File: src/sgrb_pkg.sv
/*
 * sgrb_pkg: constants and carrier types for the switch global register bank.
 * assumes: byte-wide management accesses from a serial or in-band front end.
 */
package sgrb_pkg;
  // address fields
  localparam int ADDR_W        = 16;
  localparam int PORT_HI       = 14;
  localparam int PORT_LO       = 12;
  localparam int PAGE_HI       = 11;
  localparam int PAGE_LO       = 8;
  localparam int IDX_HI        = 7;
  localparam int IDX_LO        = 0;
  localparam logic [2:0] PORT_GLOBAL = 3'h0;
  localparam logic [2:0] PORT_MAX    = 3'h7;
  // global pages
  localparam logic [3:0] GPAGE_OPER  = 4'h0;
  localparam logic [3:0] GPAGE_LAST  = 4'h5;
  // port pages that are reserved
  localparam logic [3:0] PPAGE_RSV_A = 4'h2;
  localparam logic [3:0] PPAGE_RSV_B = 4'h7;
  localparam logic [3:0] PPAGE_RSV_C = 4'hd;
  // register indices within the operation control page
  localparam logic [7:0] IDX_IDENT0     = 8'h00;
  localparam logic [7:0] IDX_IDENT1     = 8'h01;
  localparam logic [7:0] IDX_IDENT2     = 8'h02;
  localparam logic [7:0] IDX_REV_RST    = 8'h03;
  localparam logic [7:0] IDX_WAKE_CTL   = 8'h06;
  localparam logic [7:0] IDX_IRQ_STAT0  = 8'h10;
  localparam logic [7:0] IDX_IRQ_STAT3  = 8'h13;
  localparam logic [7:0] IDX_IRQ_MASK0  = 8'h14;
  // field positions
  localparam int REV_HI         = 7;
  localparam int REV_LO         = 4;
  localparam int SOFT_RST_BIT   = 0;
  localparam int WAKE_OE_BIT    = 1;
  localparam int WAKE_POL_BIT   = 0;
  localparam int IRQ_LOOKUP_BIT = 31;
  localparam int IRQ_GPIO_BIT   = 30;
  // identity values: arbitrary neutral values
  localparam logic [7:0] IDENT_FIXED_DEF = 8'h5a;
  localparam logic [7:0] IDENT_UPPER_DEF = 8'h12;
  localparam logic [7:0] IDENT_LOWER_DEF = 8'h34;
  localparam logic [3:0] REVISION_DEF    = 4'h1;
  localparam logic [7:0] BYTE_ZERO       = 8'h00;
  localparam logic [31:0] WORD_ZERO      = 32'h0000_0000;

  typedef enum logic [1:0] {
    SGRB_REGION_OPER,
    SGRB_REGION_OTHER,
    SGRB_REGION_RESERVED
  } sgrb_region_e;

  typedef struct packed {
    logic       wr;
    logic       rd;
    logic [15:0] addr;
    logic [7:0] wdata;
  } sgrb_req_s;

  typedef struct packed {
    logic [2:0]   port;
    logic [3:0]   page;
    logic [7:0]   index;
    sgrb_region_e region;
  } sgrb_dec_s;
endpackage

File: src/sgrb_bank.sv
/*
 * sgrb_bank: byte-addressed management register bank for the switch,
 * global operation control registers included.
 * assumes: a serial or in-band front end presents single-cycle byte
 * requests on mclk; interrupt sources are async levels from other blocks.
 */
`timescale 1ns/100ps
`default_nettype none
// Operation
// full register space open to serial and in-band management, not clause-22
// 16-bit address splits into port, page and register index fields
// port zero selects global registers, one to seven select ports
// address bit fifteen is always zero; decode ignores it
// every byte is individually readable and writable in any order
// multi-byte registers are big-endian, MSB at the lowest address
// global space has six 256-byte groups; 0x0600-0x0fff reserved
// port pages 2, 7 and d-f are reserved
// host never writes reserved regions
// host read-modify-writes registers with reserved bits
// first three global bytes are read-only identification
// fourth byte upper nibble is revision; bits three to one reserved
// bit zero of fourth byte pulses data-path reset and self-clears
// wake pin is driven only while its output enable bit is set
// wake pin polarity bit: zero active low, one active high
// 32-bit top interrupt status summarises lookup and gpio sources
// status bit 31 lookup engine, bit 30 gpio trigger/timestamp
// mask register: zero enables, one disables, resets to zero
// unimplemented or reserved reads return zero without side effects
// status bits follow sources; reading the summary clears nothing
module sgrb_bank (
  // clock and reset
  input  wire logic                mclk,
  input  wire logic                reset_n,
  // management byte access (serial or in-band front end)
  input  wire sgrb_pkg::sgrb_req_s mgmt_req,
  output logic                     mgmt_rvalid,
  output logic [7:0]               mgmt_rdata,
  // other register pages outside the operation control group
  output logic                     ext_wr,
  output logic                     ext_rd,
  output logic [15:0]              ext_addr,
  output logic [7:0]               ext_wdata,
  input  wire logic [7:0]          ext_rdata,
  // data-path reset pulse
  output logic                     datapath_rst,
  // interrupt sources (asynchronous levels) and pending summary
  input  wire logic                lookup_engine_irq,
  input  wire logic                gpio_ts_irq,
  output logic                     irq_pending,
  // wake-event pin
  output logic                     wake_event_pin_o,
  output logic                     wake_event_pin_oe,
  input  wire logic                wake_event
);
  logic                 rst_n;
  sgrb_pkg::sgrb_dec_s  dec;

  sgrb_reset_sync u_rst (
    .mclk       (mclk),
    .reset_n    (reset_n),
    .rst_sync_n (rst_n)
  );

  sgrb_addr_decode u_dec (
    .addr (mgmt_req.addr),
    .dec  (dec)
  );

  // source synchronisers: second stage alone is read by logic
  logic [1:0]  irq_s1_r;
  logic [1:0]  irq_s1_nxt;
  logic [1:0]  irq_s2_r;
  logic [1:0]  irq_s2_nxt;
  logic        wake_s1_r;
  logic        wake_s1_nxt;
  logic        wake_s2_r;
  logic        wake_s2_nxt;

  // register state
  logic        soft_rst_r;
  logic        soft_rst_nxt;
  logic        wake_oe_r;
  logic        wake_oe_nxt;
  logic        wake_pol_r;
  logic        wake_pol_nxt;
  logic [1:0]  irq_mask_r;
  logic [1:0]  irq_mask_nxt;
  logic [31:0] irq_stat_w;

  // outputs
  logic       rvalid_nxt;
  logic [7:0] rdata_nxt;
  logic       ext_wr_nxt;
  logic       ext_rd_nxt;
  logic [15:0] ext_addr_nxt;
  logic [7:0] ext_wdata_nxt;
  logic       irq_pend_nxt;
  logic       pin_o_nxt;
  logic       pin_oe_nxt;
  logic       ext_pending_r;
  logic       ext_pending_nxt;

  // byte lane of a big-endian word: lane 0 is bits 31:24
  function automatic logic [7:0] be_byte(input logic [31:0] w, input logic [1:0] lane);
    logic [7:0] b;
    b = w[31 - 8*lane -: 8];
    return b;
  endfunction

  // true when idx falls on one of the four bytes of the word at base
  function automatic logic in_word(input logic [7:0] idx, input logic [7:0] base);
    logic hit;
    hit = (idx >= base) && (idx <= base + 8'h03);
    return hit;
  endfunction

  function automatic logic [31:0] mask_word(input logic [1:0] m);
    logic [31:0] w;
    w = sgrb_pkg::WORD_ZERO;
    w[sgrb_pkg::IRQ_LOOKUP_BIT] = m[1];
    w[sgrb_pkg::IRQ_GPIO_BIT]   = m[0];
    return w;
  endfunction

  logic oper_hit;
  logic ext_hit;
  assign oper_hit = (dec.region == sgrb_pkg::SGRB_REGION_OPER);
  assign ext_hit  = (dec.region == sgrb_pkg::SGRB_REGION_OTHER);

  // status follows synchronised sources directly, no latching
  always_comb begin
    irq_stat_w = sgrb_pkg::WORD_ZERO;
    irq_stat_w[sgrb_pkg::IRQ_LOOKUP_BIT] = irq_s2_r[1];
    irq_stat_w[sgrb_pkg::IRQ_GPIO_BIT]   = irq_s2_r[0];
  end

  // synchroniser stages: plain shift, nothing reads stage one but stage two
  always_comb begin
    irq_s1_nxt  = {lookup_engine_irq, gpio_ts_irq};
    irq_s2_nxt  = irq_s1_r;
    wake_s1_nxt = wake_event;
    wake_s2_nxt = wake_s1_r;
  end

  // register and access path
  always_comb begin
    soft_rst_nxt  = 1'b0; // self-clearing
    wake_oe_nxt   = wake_oe_r;
    wake_pol_nxt  = wake_pol_r;
    irq_mask_nxt  = irq_mask_r;
    rvalid_nxt    = 1'b0;
    rdata_nxt     = mgmt_rdata;
    ext_wr_nxt    = 1'b0;
    ext_rd_nxt    = 1'b0;
    ext_addr_nxt  = ext_addr;
    ext_wdata_nxt = ext_wdata;
    ext_pending_nxt = 1'b0;

    // byte writes, each byte standing alone
    if (mgmt_req.wr) begin
      if (oper_hit) begin
        case (dec.index)
          sgrb_pkg::IDX_REV_RST: begin
            soft_rst_nxt = mgmt_req.wdata[sgrb_pkg::SOFT_RST_BIT];
          end
          sgrb_pkg::IDX_WAKE_CTL: begin
            wake_oe_nxt  = mgmt_req.wdata[sgrb_pkg::WAKE_OE_BIT];
            wake_pol_nxt = mgmt_req.wdata[sgrb_pkg::WAKE_POL_BIT];
          end
          sgrb_pkg::IDX_IRQ_MASK0: begin
            irq_mask_nxt[1] = mgmt_req.wdata[sgrb_pkg::IRQ_LOOKUP_BIT - 24];
            irq_mask_nxt[0] = mgmt_req.wdata[sgrb_pkg::IRQ_GPIO_BIT - 24];
          end
          default: begin
            // identification and reserved bytes ignore writes
          end
        endcase
      end else if (ext_hit) begin
        ext_wr_nxt    = 1'b1;
        ext_addr_nxt  = mgmt_req.addr;
        ext_wdata_nxt = mgmt_req.wdata;
      end
      // reserved regions: host must not write; dropped here
    end else if (mgmt_req.rd) begin
      if (oper_hit) begin
        rvalid_nxt = 1'b1;
        case (dec.index)
          sgrb_pkg::IDX_IDENT0: rdata_nxt = sgrb_pkg::IDENT_FIXED_DEF;
          sgrb_pkg::IDX_IDENT1: rdata_nxt = sgrb_pkg::IDENT_UPPER_DEF;
          sgrb_pkg::IDX_IDENT2: rdata_nxt = sgrb_pkg::IDENT_LOWER_DEF;
          sgrb_pkg::IDX_REV_RST: begin
            // reserved bits and self-clearing bit read zero
            rdata_nxt = {sgrb_pkg::REVISION_DEF, 4'h0};
          end
          sgrb_pkg::IDX_WAKE_CTL: begin
            rdata_nxt = {6'h00, wake_oe_r, wake_pol_r};
          end
          default: begin
            if (in_word(dec.index, sgrb_pkg::IDX_IRQ_STAT0)) begin
              rdata_nxt = be_byte(irq_stat_w, dec.index[1:0]);
            end else if (in_word(dec.index, sgrb_pkg::IDX_IRQ_MASK0)) begin
              rdata_nxt = be_byte(mask_word(irq_mask_r), dec.index[1:0]);
            end else begin
              rdata_nxt = sgrb_pkg::BYTE_ZERO;
            end
          end
        endcase
      end else if (ext_hit) begin
        ext_rd_nxt      = 1'b1;
        ext_addr_nxt    = mgmt_req.addr;
        ext_pending_nxt = 1'b1;
      end else begin
        rvalid_nxt = 1'b1;
        rdata_nxt  = sgrb_pkg::BYTE_ZERO;
      end
    end

    // external read answers one cycle after the strobe
    // a local read in this cycle would be lost; hosts space reads after it
    if (ext_pending_r) begin
      rvalid_nxt = 1'b1;
      rdata_nxt  = ext_rdata;
    end
  end

  // interrupt summary and wake pin outputs
  always_comb begin
    // zero in the mask enables the source
    irq_pend_nxt = |(irq_s2_r & ~irq_mask_r);

    // wake pin: polarity applied, driven only when enabled
    pin_oe_nxt = wake_oe_r;
    pin_o_nxt  = wake_pol_r ? wake_s2_r : ~wake_s2_r;
  end

  always_ff @(posedge mclk or negedge rst_n) begin
    if (!rst_n) begin
      irq_s1_r          <= 2'h0;
      irq_s2_r          <= 2'h0;
      wake_s1_r         <= 1'b0;
      wake_s2_r         <= 1'b0;
      soft_rst_r        <= 1'b0;
      wake_oe_r         <= 1'b0;
      wake_pol_r        <= 1'b0;
      irq_mask_r        <= 2'h0;
      ext_pending_r     <= 1'b0;
      mgmt_rvalid       <= 1'b0;
      mgmt_rdata        <= 8'h00;
      ext_wr            <= 1'b0;
      ext_rd            <= 1'b0;
      ext_addr          <= 16'h0000;
      ext_wdata         <= 8'h00;
      irq_pending       <= 1'b0;
      wake_event_pin_o  <= 1'b1;
      wake_event_pin_oe <= 1'b0;
    end else begin
      irq_s1_r          <= irq_s1_nxt;
      irq_s2_r          <= irq_s2_nxt;
      wake_s1_r         <= wake_s1_nxt;
      wake_s2_r         <= wake_s2_nxt;
      soft_rst_r        <= soft_rst_nxt;
      wake_oe_r         <= wake_oe_nxt;
      wake_pol_r        <= wake_pol_nxt;
      irq_mask_r        <= irq_mask_nxt;
      ext_pending_r     <= ext_pending_nxt;
      mgmt_rvalid       <= rvalid_nxt;
      mgmt_rdata        <= rdata_nxt;
      ext_wr            <= ext_wr_nxt;
      ext_rd            <= ext_rd_nxt;
      ext_addr          <= ext_addr_nxt;
      ext_wdata         <= ext_wdata_nxt;
      irq_pending       <= irq_pend_nxt;
      wake_event_pin_o  <= pin_o_nxt;
      wake_event_pin_oe <= pin_oe_nxt;
    end
  end

  assign datapath_rst = soft_rst_r; // one-cycle pulse, registers untouched
endmodule
`default_nettype wire

File: src/sgrb_addr_decode.sv
/*
 * sgrb_addr_decode: splits a byte address into port, page and index fields
 * and classifies the region. assumes: purely combinational use by the bank.
 */
`timescale 1ns/100ps
`default_nettype none
module sgrb_addr_decode (
  // address in
  input  wire logic [15:0]        addr,
  // decoded fields
  output sgrb_pkg::sgrb_dec_s     dec
);
  function automatic sgrb_pkg::sgrb_region_e classify(input logic [2:0] port,
                                                      input logic [3:0] page);
    sgrb_pkg::sgrb_region_e r;
    r = sgrb_pkg::SGRB_REGION_OTHER;
    if (port == sgrb_pkg::PORT_GLOBAL) begin
      if (page == sgrb_pkg::GPAGE_OPER) begin
        r = sgrb_pkg::SGRB_REGION_OPER;
      end else if (page > sgrb_pkg::GPAGE_LAST) begin
        r = sgrb_pkg::SGRB_REGION_RESERVED;
      end
    end else if (page == sgrb_pkg::PPAGE_RSV_A || page == sgrb_pkg::PPAGE_RSV_B ||
                 page >= sgrb_pkg::PPAGE_RSV_C) begin
      r = sgrb_pkg::SGRB_REGION_RESERVED;
    end
    return r;
  endfunction

  always_comb begin
    // bit 15 is assumed clear and not looked at
    dec.port   = addr[sgrb_pkg::PORT_HI:sgrb_pkg::PORT_LO];
    dec.page   = addr[sgrb_pkg::PAGE_HI:sgrb_pkg::PAGE_LO];
    dec.index  = addr[sgrb_pkg::IDX_HI:sgrb_pkg::IDX_LO];
    dec.region = classify(dec.port, dec.page);
  end
endmodule
`default_nettype wire

File: src/sgrb_reset_sync.sv
/*
 * sgrb_reset_sync: two-stage synchroniser for the asynchronous reset.
 * assumes: reset_n may fall at any time; release is made synchronous.
 */
`timescale 1ns/100ps
`default_nettype none
module sgrb_reset_sync (
  // clock and raw reset
  input  wire logic mclk,
  input  wire logic reset_n,
  // synchronised reset
  output logic      rst_sync_n
);
  logic stage1_r;
  logic stage1_nxt;
  logic stage2_nxt;

  always_comb begin
    stage1_nxt = 1'b1;
    stage2_nxt = stage1_r;
  end

  always_ff @(posedge mclk or negedge reset_n) begin
    if (!reset_n) begin
      stage1_r   <= 1'b0;
      rst_sync_n <= 1'b0;
    end else begin
      stage1_r   <= stage1_nxt;
      rst_sync_n <= stage2_nxt;
    end
  end
endmodule
`default_nettype wire

File: config.mk
export PLATFORM = sky130hd
export DESIGN_NAME = sgrb_bank
export DESIGN_NICKNAME = d
export VERILOG_FILES = /design/src/sgrb_pkg.sv /design/src/sgrb_bank.sv /design/src/sgrb_addr_decode.sv /design/src/sgrb_reset_sync.sv
export SDC_FILE = /design/constraint.sdc
export NUM_CORES = 1
export LEC_CHECK = 0
export BUFFER_PORTS_ARGS = -buffer_cell sky130_fd_sc_hd__buf_2
export CAP_MARGIN = 40
export CORE_UTILIZATION = 49
export DETAILED_ROUTE_END_ITERATION = 8
export PLACE_DENSITY_LB_ADDON = 0.15
export SKIP_CTS_REPAIR_TIMING = 1
export SLEW_MARGIN = 20
export SYNTH_ARGS = -nofsm -noshare
export SYNTH_HDL_FRONTEND = slang
export SYNTH_SLANG_ARGS = --single-unit
export TNS_END_PERCENT = 5
File: constraint.sdc
create_clock -name mclk -period 1.8 [get_ports mclk]
set_clock_uncertainty 0.05 [all_clocks]
set_input_delay 0.18 -clock mclk [delete_from_list [all_inputs] [get_ports mclk]]
set_output_delay 0.18 -clock mclk [all_outputs]
set_load 0.005 [all_outputs]
After elaboration in Yosys (flattened, before gate mapping)
Index checks and enable logic that the tools add are counted. W data, S select, Z words.

Memory bits (read-only): 0. Flip-flop bits (word level): 51. Memory bits (writable): 0. Memories kept: 0. Latch bits: 0.

Order comparisons: 6. Multipliers: 0. Divide/modulo/power cells: 0. Reduce and logical (&&, ||, !) cells: 15. Equal/unequal tests: 10. Add/subtract/negate cells: 1. Shift operators: 2. Mux-type cells: 30. Bitwise logic cells: 4.

Operator list (count): $shiftx A39 B33 Y8 (2); $mux W16 (4); $mux W8 (7); $pmux W8 S5 (1); $eq A8 B2 Y1 const B (2); $ge A8 B5 Y1 const B (2); $le A8 B5 Y1 const B (2); $mux W1 (14); $reduce_and A3 Y1 (4); $eq A8 B1 Y1 const B (1); $eq A8 B3 Y1 const B (1); $eq A8 B5 Y1 const B (1); $logic_not A8 Y1 (1); $mux W2 (4); $sub A5 B5 Y6 const A (1); $eq A4 B2 Y1 const B (1); $eq A4 B3 Y1 const B (1); $ge A4 B4 Y1 const B (1); $gt A4 B3 Y1 const B (1); $logic_not A4 Y1 (1); $reduce_bool A2 Y1 (2); $logic_not A3 Y1 (1); $ne A3 B3 Y1 const B (1); $and A2 B2 Y2 (1); other kinds (8) (11).

Logic depth before layout (Yosys ltp)
Gate-level depths: netlist of run 1.

Depth in word-level cells: 11. Mapped depth: 6. Depth with buffers taken out: 5.

Hierarchy
From an unflattened synthesis of run 1, not the netlist that was laid out.

Cell total of the unflattened synthesis: 180. Area, all modules: 2194.6 um^2.

Modules (own cells, without submodules): sgrb_bank (times used 1, seq. area each 1227.4 um^2, cells an instance 150, area an instance 1935.6 um^2); sgrb_addr_decode (times used 1, seq. area each 0.0 um^2, cells an instance 27, area an instance 205.2 um^2); sgrb_reset_sync (times used 1, seq. area each 50.0 um^2, cells an instance 3, area an instance 53.8 um^2).

Least setup slack after synthesis of run 1
OpenSTA, ideal clock, no wires.

Kind: input-to-reg. Start: in mgmt_req[21] (netlist bit). End: reg ext_addr[10]. Slack: -0.015 ns. Data required time: 1.625 ns. Stages: 6. Data arrival time: 1.640 ns. Path buffers: 1. Cell sequence: or4b_1 > a21oi_2 > a21oi_2 > nor2_8 > buf_12 > mux2_4.

Cells in the longest elaborated chain, start to end: 7. Elaborated cells between the ends (all ways): 8.

RTL lines: start: declaration (line sgrb_bank.sv:35) `input wire sgrb_pkg::sgrb_req_s mgmt_req,`; $logic_not A3 Y1 (*) (line sgrb_addr_decode.sv:17) `if (port == sgrb_pkg::PORT_GLOBAL) begin`; $mux W2 (*) (line sgrb_addr_decode.sv:17); $eq A2 B1 Y1 (line sgrb_bank.sv:128) `assign ext_hit = (dec.region == sgrb_pkg::SGRB_REGION_OTHER);`; $mux W16; $mux W16 (*); $mux W16; $mux W16 (*); end signal: assignment (line sgrb_bank.sv:270) `ext_addr <= ext_addr_nxt;`; end: declaration (line sgrb_bank.sv:41) `output logic [15:0] ext_addr,`.

Every way passes the cells marked *; elsewhere a longest branch is shown, timed or not. The select of a mux whose other input is x is not followed. A chain may end at the register's enable or synchronous reset.

Final worst setup path of run 1
Start: in mgmt_req[21] (netlist bit). End: reg ext_wdata[6].

Cells in the longest elaborated chain, start to end: 5. Elaborated cells between the ends (all ways): 6.

RTL lines: $logic_not A3 Y1 (*) (line sgrb_addr_decode.sv:17); $mux W2 (*) (line sgrb_addr_decode.sv:17); $logic_not A2 Y1 (line sgrb_bank.sv:127) `assign oper_hit = (dec.region == sgrb_pkg::SGRB_REGION_OPER);`; $not A1 Y1 (no source line); $reduce_and A3 Y1 (no source line) (*); end signal: assignment (line sgrb_bank.sv:271) `ext_wdata <= ext_wdata_nxt;`; end: declaration (line sgrb_bank.sv:42) `output logic [7:0] ext_wdata,`.

Every way passes the cells marked *; elsewhere a longest branch is shown, timed or not.

==> out/results.txt, run 1 <==
Hold Path End: ext_wdata[4]
R2R Path End: mgmt_rdata[6]
Layout cells sized above 1: 0.508
Die X-Extent: 67.9 um
RSZ-0062 raised after global routing: false
Final Instance Area: 2830 sq um
Leak: 1.39 nW
Crit path launch type: input port
# DRC: 0
Fin nets: 292
Sequential area share after synthesis: 0.600
Fill cell count: 322
Post-synthesis cell count: 157
N_diodes: 0
Post-synthesis register bit count: 51
Sequential cell area: 1280 sq um
Sink Count: 51
Initial drt markers: 83
Tot Pwr: 2.65 mW
Core Box Area: 4090 sq um
Worst setup EP type: flop
Area Overhead vs Synth: 32.8%
Synth warn: 0
Fraction of registers with async set/reset: 1.00
Post-synth EDFFs: 0
Site Rows: 23
Worst-Skew Late Latency: 310 ps
Post-synth top area share: 0.588
Largest net degree at the start of global routing: 29
Post-synth top area cell: dfrtp_1
Cell Area, Placed: 2660 sq um
Drt pass-1 iters: 4
Worst-margin pin slew: 534 ps
WP buf/inv: 2
Wire length per cell: 15.0 um
Commonest non-fill, non-tap cells in the layout: 77 x buf_2, 49 x dfrtp_1, 13 x buf_4
Pre-CTS setup slack: -255 ps
F_max: 580 MHz
Final min period: 1720 ps
Routed Antenna Nets: 0
R2r startpoint: ext_pending_r
Core Util, Final: 0.692
PD cells: 937 nW/um^2
Area occupied by multi-input gates: 787 sq um
RD Place Congestion: 0.798
Largest cells by area after synthesis: dfrtp_1 59%, mux2_4 7.1%, mux2_2 5.3%
Ys flop type: dfrtp_1
Worst R2R Setup Slack: 240 ps
Final Hold Violating Endpoints: 0
Worst Hold Class: in -> reg
CTS tree: built
Slew margin rel.: 0.644
Clock buffer depth: 2
GRT Total Usage: 0.218
Crit Path Class: in -> reg
Slew Limit Fails: 0
Final wirelength: 4.56 mm
Starting Density: 0.521
Post-DR vias/cell: 5.21
WP depth: 7
Slowest-stage cell, CP: or4b_1
Sum Neg Setup Slack: 0 ps
Family with the most delay on the worst path: simple AND/OR/NAND/NOR gates
Clk root buf: clkbuf_8
Congestion Overflow GR: 0
First-pass GRT wire length: 7.09 mm
Min setup slack post-route: 75.0 ps
Max incr delay on CP: 560 ps
Avg Inst Size Synth: 13.6 sq um
Outcome: finished, final reports clean
Final std cells w/o fill: 304
R2R depth: 5
Most common cell after layout, fill and taps aside: buf_2
Post-synth cell types: 39
# setup viols final: 0
Hold Slack: 29.4 ps
Cells after DPL: 291
Worst EP arrival: 1870 ps
Critical Path RT: 1940 ps
Most frequent CP cell: a21oi_2
Worst-path clk slew: 90 ps
Peak supply drop: 0.000694 V
Hpwl dp: 3.49 mm
Initial antenna violation count: 0
IO Count: 78
Hold-critical path depth: 2
Post-Syn Nets: 196
PortBufs: 77
Vias: 1584
CTS Buf Count: 5
Vias in the first global route: 1512
Mapped Area: 2130 sq um
Die Ht: 67.9 um
Die footprint: 4610 sq um
Max cap viols: 0
Crit path max fanout: 9
Cell Chain, Critical Path: buf_2, or4b_1, a21oi_2, a21oi_2, nor2b_1, buf_4, mux2_1
H-tree depth: 2
Tcrit/Tclk final: 0.958
Worst hold start: mgmt_req[4]
==> registers in the layout (all words and copies together), names as in the netlist <==
name and count:
wake_s2_r 1, datapath_rst 1, ext_addr 16, mgmt_rvalid 1, pin_oe_nxt 1, wake_s1_r 1
mgmt_rdata 8, ext_wr 1, u_rst.rst_sync_n 1, wake_event_pin_o 1, wake_event_pin_oe 1, ext_pending_r 1
irq_s2_r 2, wake_pol_r 1, u_rst.stage1_r 1, ext_wdata 8, irq_pending 1, irq_s1_r 2
irq_mask_r 2
==> cell families (layout without fill, tap and decap cells) <==
| logic type | after synthesis | count (layout) | synth area share |
|---|---|---|---|
| AOI/OAI and AO/OA | 17 | 17 | 0.0617 |
| xor gates and xnor gates | 1 | 1 | 0.00412 |
| buffers and inverters | 13 | 110 | 0.0329 |
| DFF | 51 | 51 | 0.600 |
| muxes | 32 | 32 | 0.185 |
| other | 1 | 1 | 0.00176 |
| and+or+nand+nor | 42 | 42 | 0.115 |
==> cells in the mapped netlist, drive strengths merged (3+ instances only) <==
library cell,n
a21oi,4
buf,3
clkbuf,4
dfrtp,50
inv,6
mux2,28
mux2i,4
nand2,8
nand3,5
nor2,7
nor2b,3
nor3,5
o21ai,3
o311ai,4
==> layout make-up <==
type,instances,area share
Multi-Input combinational cell,93,0.278
Inverter,6,0.00797
Clock buffer,5,0.0243
Tap cell,50,0.0221
Sequential cell,51,0.452
Timing Repair Buffer,96,0.199
Clock inverter,3,0.0155
==> worst reg2reg max path, stage by stage, from the launching register on <==
cell	delay [ps]
dfrtp_1	380
nor2b_1	130
a211o_1	280
a2111oi_2	350
mux2i_1	130
o21ai_0	160
==> how the worst max path moves through the flow <==
stage / startpoint / to / slack, ps
floorplan: mgmt_req[21] / ext_addr[10] / 10
global placement: mgmt_req[21] / ext_wdata[7] / -200
detailed placement: mgmt_req[21] / ext_wdata[6] / -250
CTS: ext_pending_r / mgmt_rdata[6] / 10
global route: mgmt_req[21] / ext_wdata[1] / 10
finish: mgmt_req[21] / ext_wdata[6] / 80
==> power by group <==
part / internal [mW] / switching, mW / total (mW) / leakage (nW)
Sequential: 1.29 / 0.0762 / 1.36 / 0.620
Combinational: 0.288 / 0.211 / 0.499 / 0.714
Clock: 0.414 / 0.374 / 0.788 / 0.0581
==> metal layers <==
layer / share of wire / global-route usage / vias to the layer above
met5: 0 / 0 / -
met3: 0.067 / 0.0717 / 6
met4: 0.016 / 0.0964 / 0
li1: - / - / 749
met2: 0.49 / 0.340 / 57
met1: 0.42 / 0.276 / 772
(Power assumes the default switching activity.)
==> inputs of run 2 (changes only) <==
Clock period 1.8 ns to 1.85 ns, I/O delays scaled along.
==> run 2 against run 1 <==
- via count down 1.4%
- global-route usage rose by 0.11 points
- die area unchanged
- register-to-register slack got worse by 60 ps
- total power is 2.4% higher
- non-clock buffer count shrank 1
- setup slack improved by 35 ps
- clock-buffer cell count is the same
- largest power group unchanged
- highest routed layer unchanged
==> out/results.txt, run 2 (synthesis results as in run 1) <==
CP endpoint: mgmt_rdata[7]
Critical Path RT: 1990 ps (+50 ps)
RSZ-0062 raised after global routing: false
Final min period: 1740 ps
Routed Antenna Nets: 0 (unchanged)
Cells after DPL: 291 (unchanged)
Min setup slack post-route: 110 ps (+34.5 ps)
Most common cell after layout, fill and taps aside: buf_2
PortBufs: 77 (unchanged)
Outcome: finished, final reports clean
Die X-Extent: 67.9 um (unchanged)
IO Count: 78 (unchanged)
Area Overhead vs Synth: 32.7% (about the same)
Initial antenna violation count: 0 (unchanged)
Commonest non-fill, non-tap cells in the layout: 77 x buf_2, 49 x dfrtp_1, 13 x buf_4
R2R Path End: mgmt_rdata[6]
Cell Int Power: 2.07 mW (+4.1%)
Sum Neg Setup Slack: 0 ps (unchanged)
PD cells: 960 nW/um^2 (+2.5%)
Crit path launch type: input port
Wire length per cell: 15.1 um (+0.92%)
N_diodes: 0 (unchanged)
Tcrit/Tclk final: 0.941
Sink Count: 51 (unchanged)
Slew margin rel.: 0.453 (-0.191)
Worst R2R Setup Slack: 180 ps (-60 ps)
CTS Buf Count: 5 (unchanged)
Die Ht: 67.9 um (unchanged)
Max FFs per register: 16 (unchanged)
H-tree depth: 2 (unchanged)
Post-DR vias/cell: 5.16 (-1.1%)
Largest regs: ext_addr: 16 flops, ext_wdata: 8 flops, mgmt_rdata: 8 flops
Fin nets: 291 (-0.34%)
Largest net degree at the start of global routing: 26 (-10%)
Site Rows: 23 (unchanged)
Clock buffer depth: 2 (unchanged)
Crit Path Class: in -> reg
Drt pass-1 iters: 4 (unchanged)
R2R depth: 5 (unchanged)
Crit path from: mgmt_req[21]
Final std cells w/o fill: 303 (-0.33%)
Peak supply drop: 0.000807 V (+16%)
Congestion Overflow GR: 0 (unchanged)
Worst Hold Class: in -> reg
Switching share of power: 0.237 (-0.0122)
Max cap viols: 0 (unchanged)
Top reg by flops: ext_addr
Final wirelength: 4.58 mm (+0.59%)
First-pass GRT wire length: 7.22 mm (+1.7%)
Worst-path clk slew: 90 ps (about the same)
Die footprint: 4610 sq um (unchanged)
# DRC: 0 (unchanged)
Layout cells sized above 1: 0.502 (-0.00590)
RD Place Congestion: 0.838 (+5.1%)
Initial drt markers: 49 (-41%)
Pre-CTS setup slack: -208 ps (+46.5 ps)
Sw Pwr: 0.644 mW (-2.6%)
Core Box Area: 4090 sq um (unchanged)
Sequential share of power: 0.489 (-0.025)
CTS tree: built
Hold Slack: 39.9 ps (+10.5 ps)
Starting Density: 0.521 (unchanged)
Tot Pwr: 2.71 mW (+2.4%)
Fill cell count: 322 (unchanged)
# setup viols final: 0 (unchanged)
Vias: 1562 (-1.4%)
Combinational cell fraction of total power: 0.178 (-0.010)
Clk root buf: clkbuf_8
Worst-margin pin slew: 820 ps (+285 ps)
R2r startpoint: ext_pending_r
Worst EP arrival: 1880 ps (about the same)
Clk network pwr share: 0.333 (+0.036)
Worst setup EP type: flop
Slew Limit Fails: 0 (unchanged)
Worst-Skew Late Latency: 300 ps (about the same)
Vias in the first global route: 1573 (+4.0%)
Hpwl dp: 3.41 mm (-2.4%)
F_max: 575 MHz
Leak: 1.39 nW (-0.25%)
Crit path max fanout: 13 (+4)
Final Hold Violating Endpoints: 0 (unchanged)
GRT Total Usage: 0.219 (+0.00108)
[run 2: cell count changes in the layout (fill, tap and decap cells not counted)]
| cell | delta |
|---|---|
| a2111oi_0 | +1 |
| a2111oi_2 | -1 |
| buf_12 | -1 |
| bufinv_16 | +1 |
| clkinv_2 | -1 |
| clkinv_4 | -1 |
| clkinvlp_4 | +1 |
[run 2: per-layer routing]
layer,GRT usage,part of all wire,vias to the layer above
met1,0.264,0.44,755
li1,-,-,745
met4,0.0703,0.012,0
met5,0,0,-
met3,0.0550,0.060,6
met2,0.382,0.49,56
[run 2: final cells by class]
cell class	count	area (sq um)	area share
clock inverters	3	67.6	0.0239
multi-input cells	93	781	0.276
well taps	50	62.6	0.0222
inverters	6	22.5	0.00798
flip-flops and latches	51	1280	0.453
clock buffers	5	68.8	0.0244
repair buffers	95	543	0.192
[run 2: worst max-delay path, cell delays in order]
cell and delay, ps:
buf_2 110, nor3_1 290, buf_4 180, a21oi_1 60
a211oi_2 660, nor3b_1 110, a221o_1 290
[run 2: power groups by stage]
stage	combinational (mW)	clock (mW)	sequential (mW)
4_1_cts	0.482	0.916	1.33
3_5_place_dp	0.478	0	1.35
2_1_floorplan	0.222	0	1.36
6_report	0.482	0.904	1.33
5_1_grt	0.532	0.966	1.35
3_3_place_gp	0.466	0	1.34
[run 2: how the worst min path moves through the flow]
stage,depth (start not counted),slack [ps],start,end
floorplan,0,-160,reset_n,u_rst.rst_sync_n
global placement,1,-80,reset_n,u_rst.stage1_r
detailed placement,1,-80,reset_n,u_rst.stage1_r
CTS,1,-400,reset_n,u_rst.stage1_r
global route,2,30,mgmt_req[3],ext_wdata[3]
finish,2,40,mgmt_req[3],ext_wdata[3]
[run 2: metrics by stage]
stage	instance area, sq um	utilization
floorplan	2130	-
detailed placement	2650	0.648
global route	2820	0.691
finish	2820	0.691
global placement	2650	0.648
CTS	2780	0.681
==> inputs of run 3 (changes only) <==
Settings changed: CORE_ASPECT_RATIO from default to 1.2.
Clock period 1.85 ns to 1.97 ns, I/O delays scaled along.
==> run 3 against run 2 <==
- sequential share of layout area grew 0.98 points
- sequential cell count is the same
- largest cell class unchanged
- register-to-register slack gained 90 ps
- first-iteration DRC count grew 8.2%
- sequential power shrank 6%
- combinational power shrank 10%
- highest routed layer unchanged
==> out/results.txt, run 3 (synthesis results as in run 1) <==
Max cap viols: 0 (unchanged)
Met3 Use GR: 0.0537 (-0.00132)
Crit path launch type: input port
Initial drt markers: 53 (+8.2%)
Most frequent CP cell: a21oi_2
Wire length per cell: 14.6 um (-3.4%)
Die footprint: 4610 sq um (about the same)
Initial antenna violation count: 0 (unchanged)
Cells after DPL: 288 (-1.0%)
RSZ-0062 raised after global routing: false
Top Usage Layer GRT: met2
Largest regs: ext_addr: 16 flops, ext_wdata: 8 flops, mgmt_rdata: 8 flops
Worst Hold Class: in -> reg
Final wirelength: 4.38 mm (-4.4%)
Commonest non-fill, non-tap cells in the layout: 77 x buf_2, 49 x dfrtp_1, 10 x mux2_4, 10 x mux2_2
First-pass GRT wire length: 7.42 mm (+2.9%)
Clk network pwr share: 0.329 (-0.004)
Met1 Use GR: 0.248 (-0.0162)
Die Ht: 74.2 um (+9.3%)
Crit path max fanout: 16 (+3)
Congestion Overflow GR: 0 (unchanged)
Max incr delay on CP: 530 ps (-130 ps)
GRT Total Usage: 0.211 (-0.00807)
Hpwl dp: 3.37 mm (-1.1%)
Vias in the first global route: 1601 (+1.8%)
Final Hold Violating Endpoints: 0 (unchanged)
Worst-Skew Late Latency: 290 ps (about the same)
Slew Limit Fails: 0 (unchanged)
Vias: 1543 (-1.2%)
IO Count: 78 (unchanged)
Site Rows: 25 (+8.7%)
Slowest-stage cell, CP: or4b_1
Area occupied by multi-input gates: 781 sq um (unchanged)
Tcrit/Tclk final: 0.897
# DRC: 0 (unchanged)
Combinational cell fraction of total power: 0.173 (-0.005)
Clock buffer depth: 2 (unchanged)
Core Util, Final: 0.685 (-0.00610)
Area Overhead vs Synth: 29.9%
Final Instance Area: 2760 sq um (-2.1%)
CTS Buf Count: 5 (unchanged)
Peak supply drop: 0.000576 V (-29%)
Largest net degree at the start of global routing: 25 (-3.8%)
Leak: 1.35 nW (-2.8%)
Critical Path RT: 2100 ps (+110 ps)
Fill cell count: 318 (-1.2%)
# setup viols final: 0 (unchanged)
Worst R2R Setup Slack: 270 ps (+90 ps)
N_diodes: 0 (unchanged)
Sink Count: 51 (unchanged)
Cell Chain, Critical Path: buf_2, or4b_1, a21oi_2, a21oi_2, nor2_8, mux2_2
Clk root buf: clkbuf_8
PortBufs: 77 (unchanged)
CTS tree: built
Worst-path clk slew: 80 ps (about the same)
RD Place Congestion: 0.850 (+1.4%)
PD cells: 907 nW/um^2 (-5.6%)
M2 GR Usage: 0.363 (-0.0198)
Top reg by flops: ext_addr
Layout cells sized above 1: 0.488 (-0.0142)
Sequential share of power: 0.498 (+0.009)
Max FFs per register: 16 (unchanged)
Worst-margin pin slew: 469 ps (-350 ps)
Worst EP arrival: 1900 ps (+20 ps)
F_max: 566 MHz
Min setup slack post-route: 203 ps (+93.5 ps)
Final min period: 1770 ps
Routed Antenna Nets: 0 (unchanged)
Switching share of power: 0.231 (-0.00651)
Sequential cell area: 1280 sq um (unchanged)
Cell Int Power: 1.93 mW (-6.8%)
Core Box Area: 4040 sq um (-1.3%)
Die X-Extent: 62.2 um (-8.5%)
Sw Pwr: 0.579 mW (-10%)
Fin nets: 284 (-2.4%)
Final std cells w/o fill: 300 (-0.99%)
Drt pass-1 iters: 4 (unchanged)
Slew margin rel.: 0.679 (+0.227)
Most common cell after layout, fill and taps aside: buf_2
Crit Path Class: in -> reg
Tot Pwr: 2.51 mW (-7.6%)
Post-DR vias/cell: 5.14 (-0.23%)
Starting Density: 0.527 (+0.00662)
Worst setup EP type: flop
Pre-CTS setup slack: -100 ps (+108 ps)
Cell Area, Placed: 2590 sq um (-2.3%)
Outcome: finished, final reports clean
H-tree depth: 2 (unchanged)
## run 3: changes by cell type in the layout (fill, tap and decap cells not counted), sizes merged
cell	change
buf	-7
## run 3: worst paths after layout
path | startpoint | endpoint | depth (start not counted)
max | mgmt_req[21] | ext_addr[1] | 6
max in group asynchronous | u_rst.rst_sync_n | mgmt_rdata[2] | 1
min in group asynchronous | reset_n | u_rst.rst_sync_n | 2
max reg2reg | ext_pending_r | mgmt_rdata[6] | 5
min reg2reg | u_rst.rst_sync_n | wake_s1_r | 0
min | ext_rdata[3] | mgmt_rdata[3] | 3
## run 3: critical path: cells and delay by family
kind / cells / cell delay (ps)
and+or+nand+nor: 2 / 870
AOI/OAI and AO/OA: 2 / 310
muxes: 1 / 380
buffers and inverters: 1 / 120
## run 3: area by class of cell
type | instances | area share
multi-input cells | 93 | 0.282
well taps | 54 | 0.0244
flip-flops and latches | 51 | 0.463
clock buffers | 5 | 0.0249
repair buffers | 88 | 0.173
clock inverters | 3 | 0.0244
inverters | 6 | 0.00815
## run 3: per-stage QoR
step | setup TNS (ps) | hold WS [ps]
floorplan | 0 | -149
finish | 0 | 63.5
CTS | 0 | -392
global route | 0 | 57.6
detailed placement | -1280 | -62.1
global placement | -329 | -68.2
## run 3: metal layers
metal / vias to the layer above / routed length (um)
met5: - / 0
met4: 0 / 120
met3: 11 / 202
met2: 59 / 2210
met1: 744 / 1850
li1: 729 / -
## run 3: power groups by stage
stage | combinational, mW | clock, mW | sequential, mW
2_1_floorplan | 0.209 | 0 | 1.28
3_3_place_gp | 0.414 | 0 | 1.26
3_5_place_dp | 0.431 | 0 | 1.26
4_1_cts | 0.432 | 0.846 | 1.25
5_1_grt | 0.476 | 0.882 | 1.26
6_report | 0.433 | 0.826 | 1.25
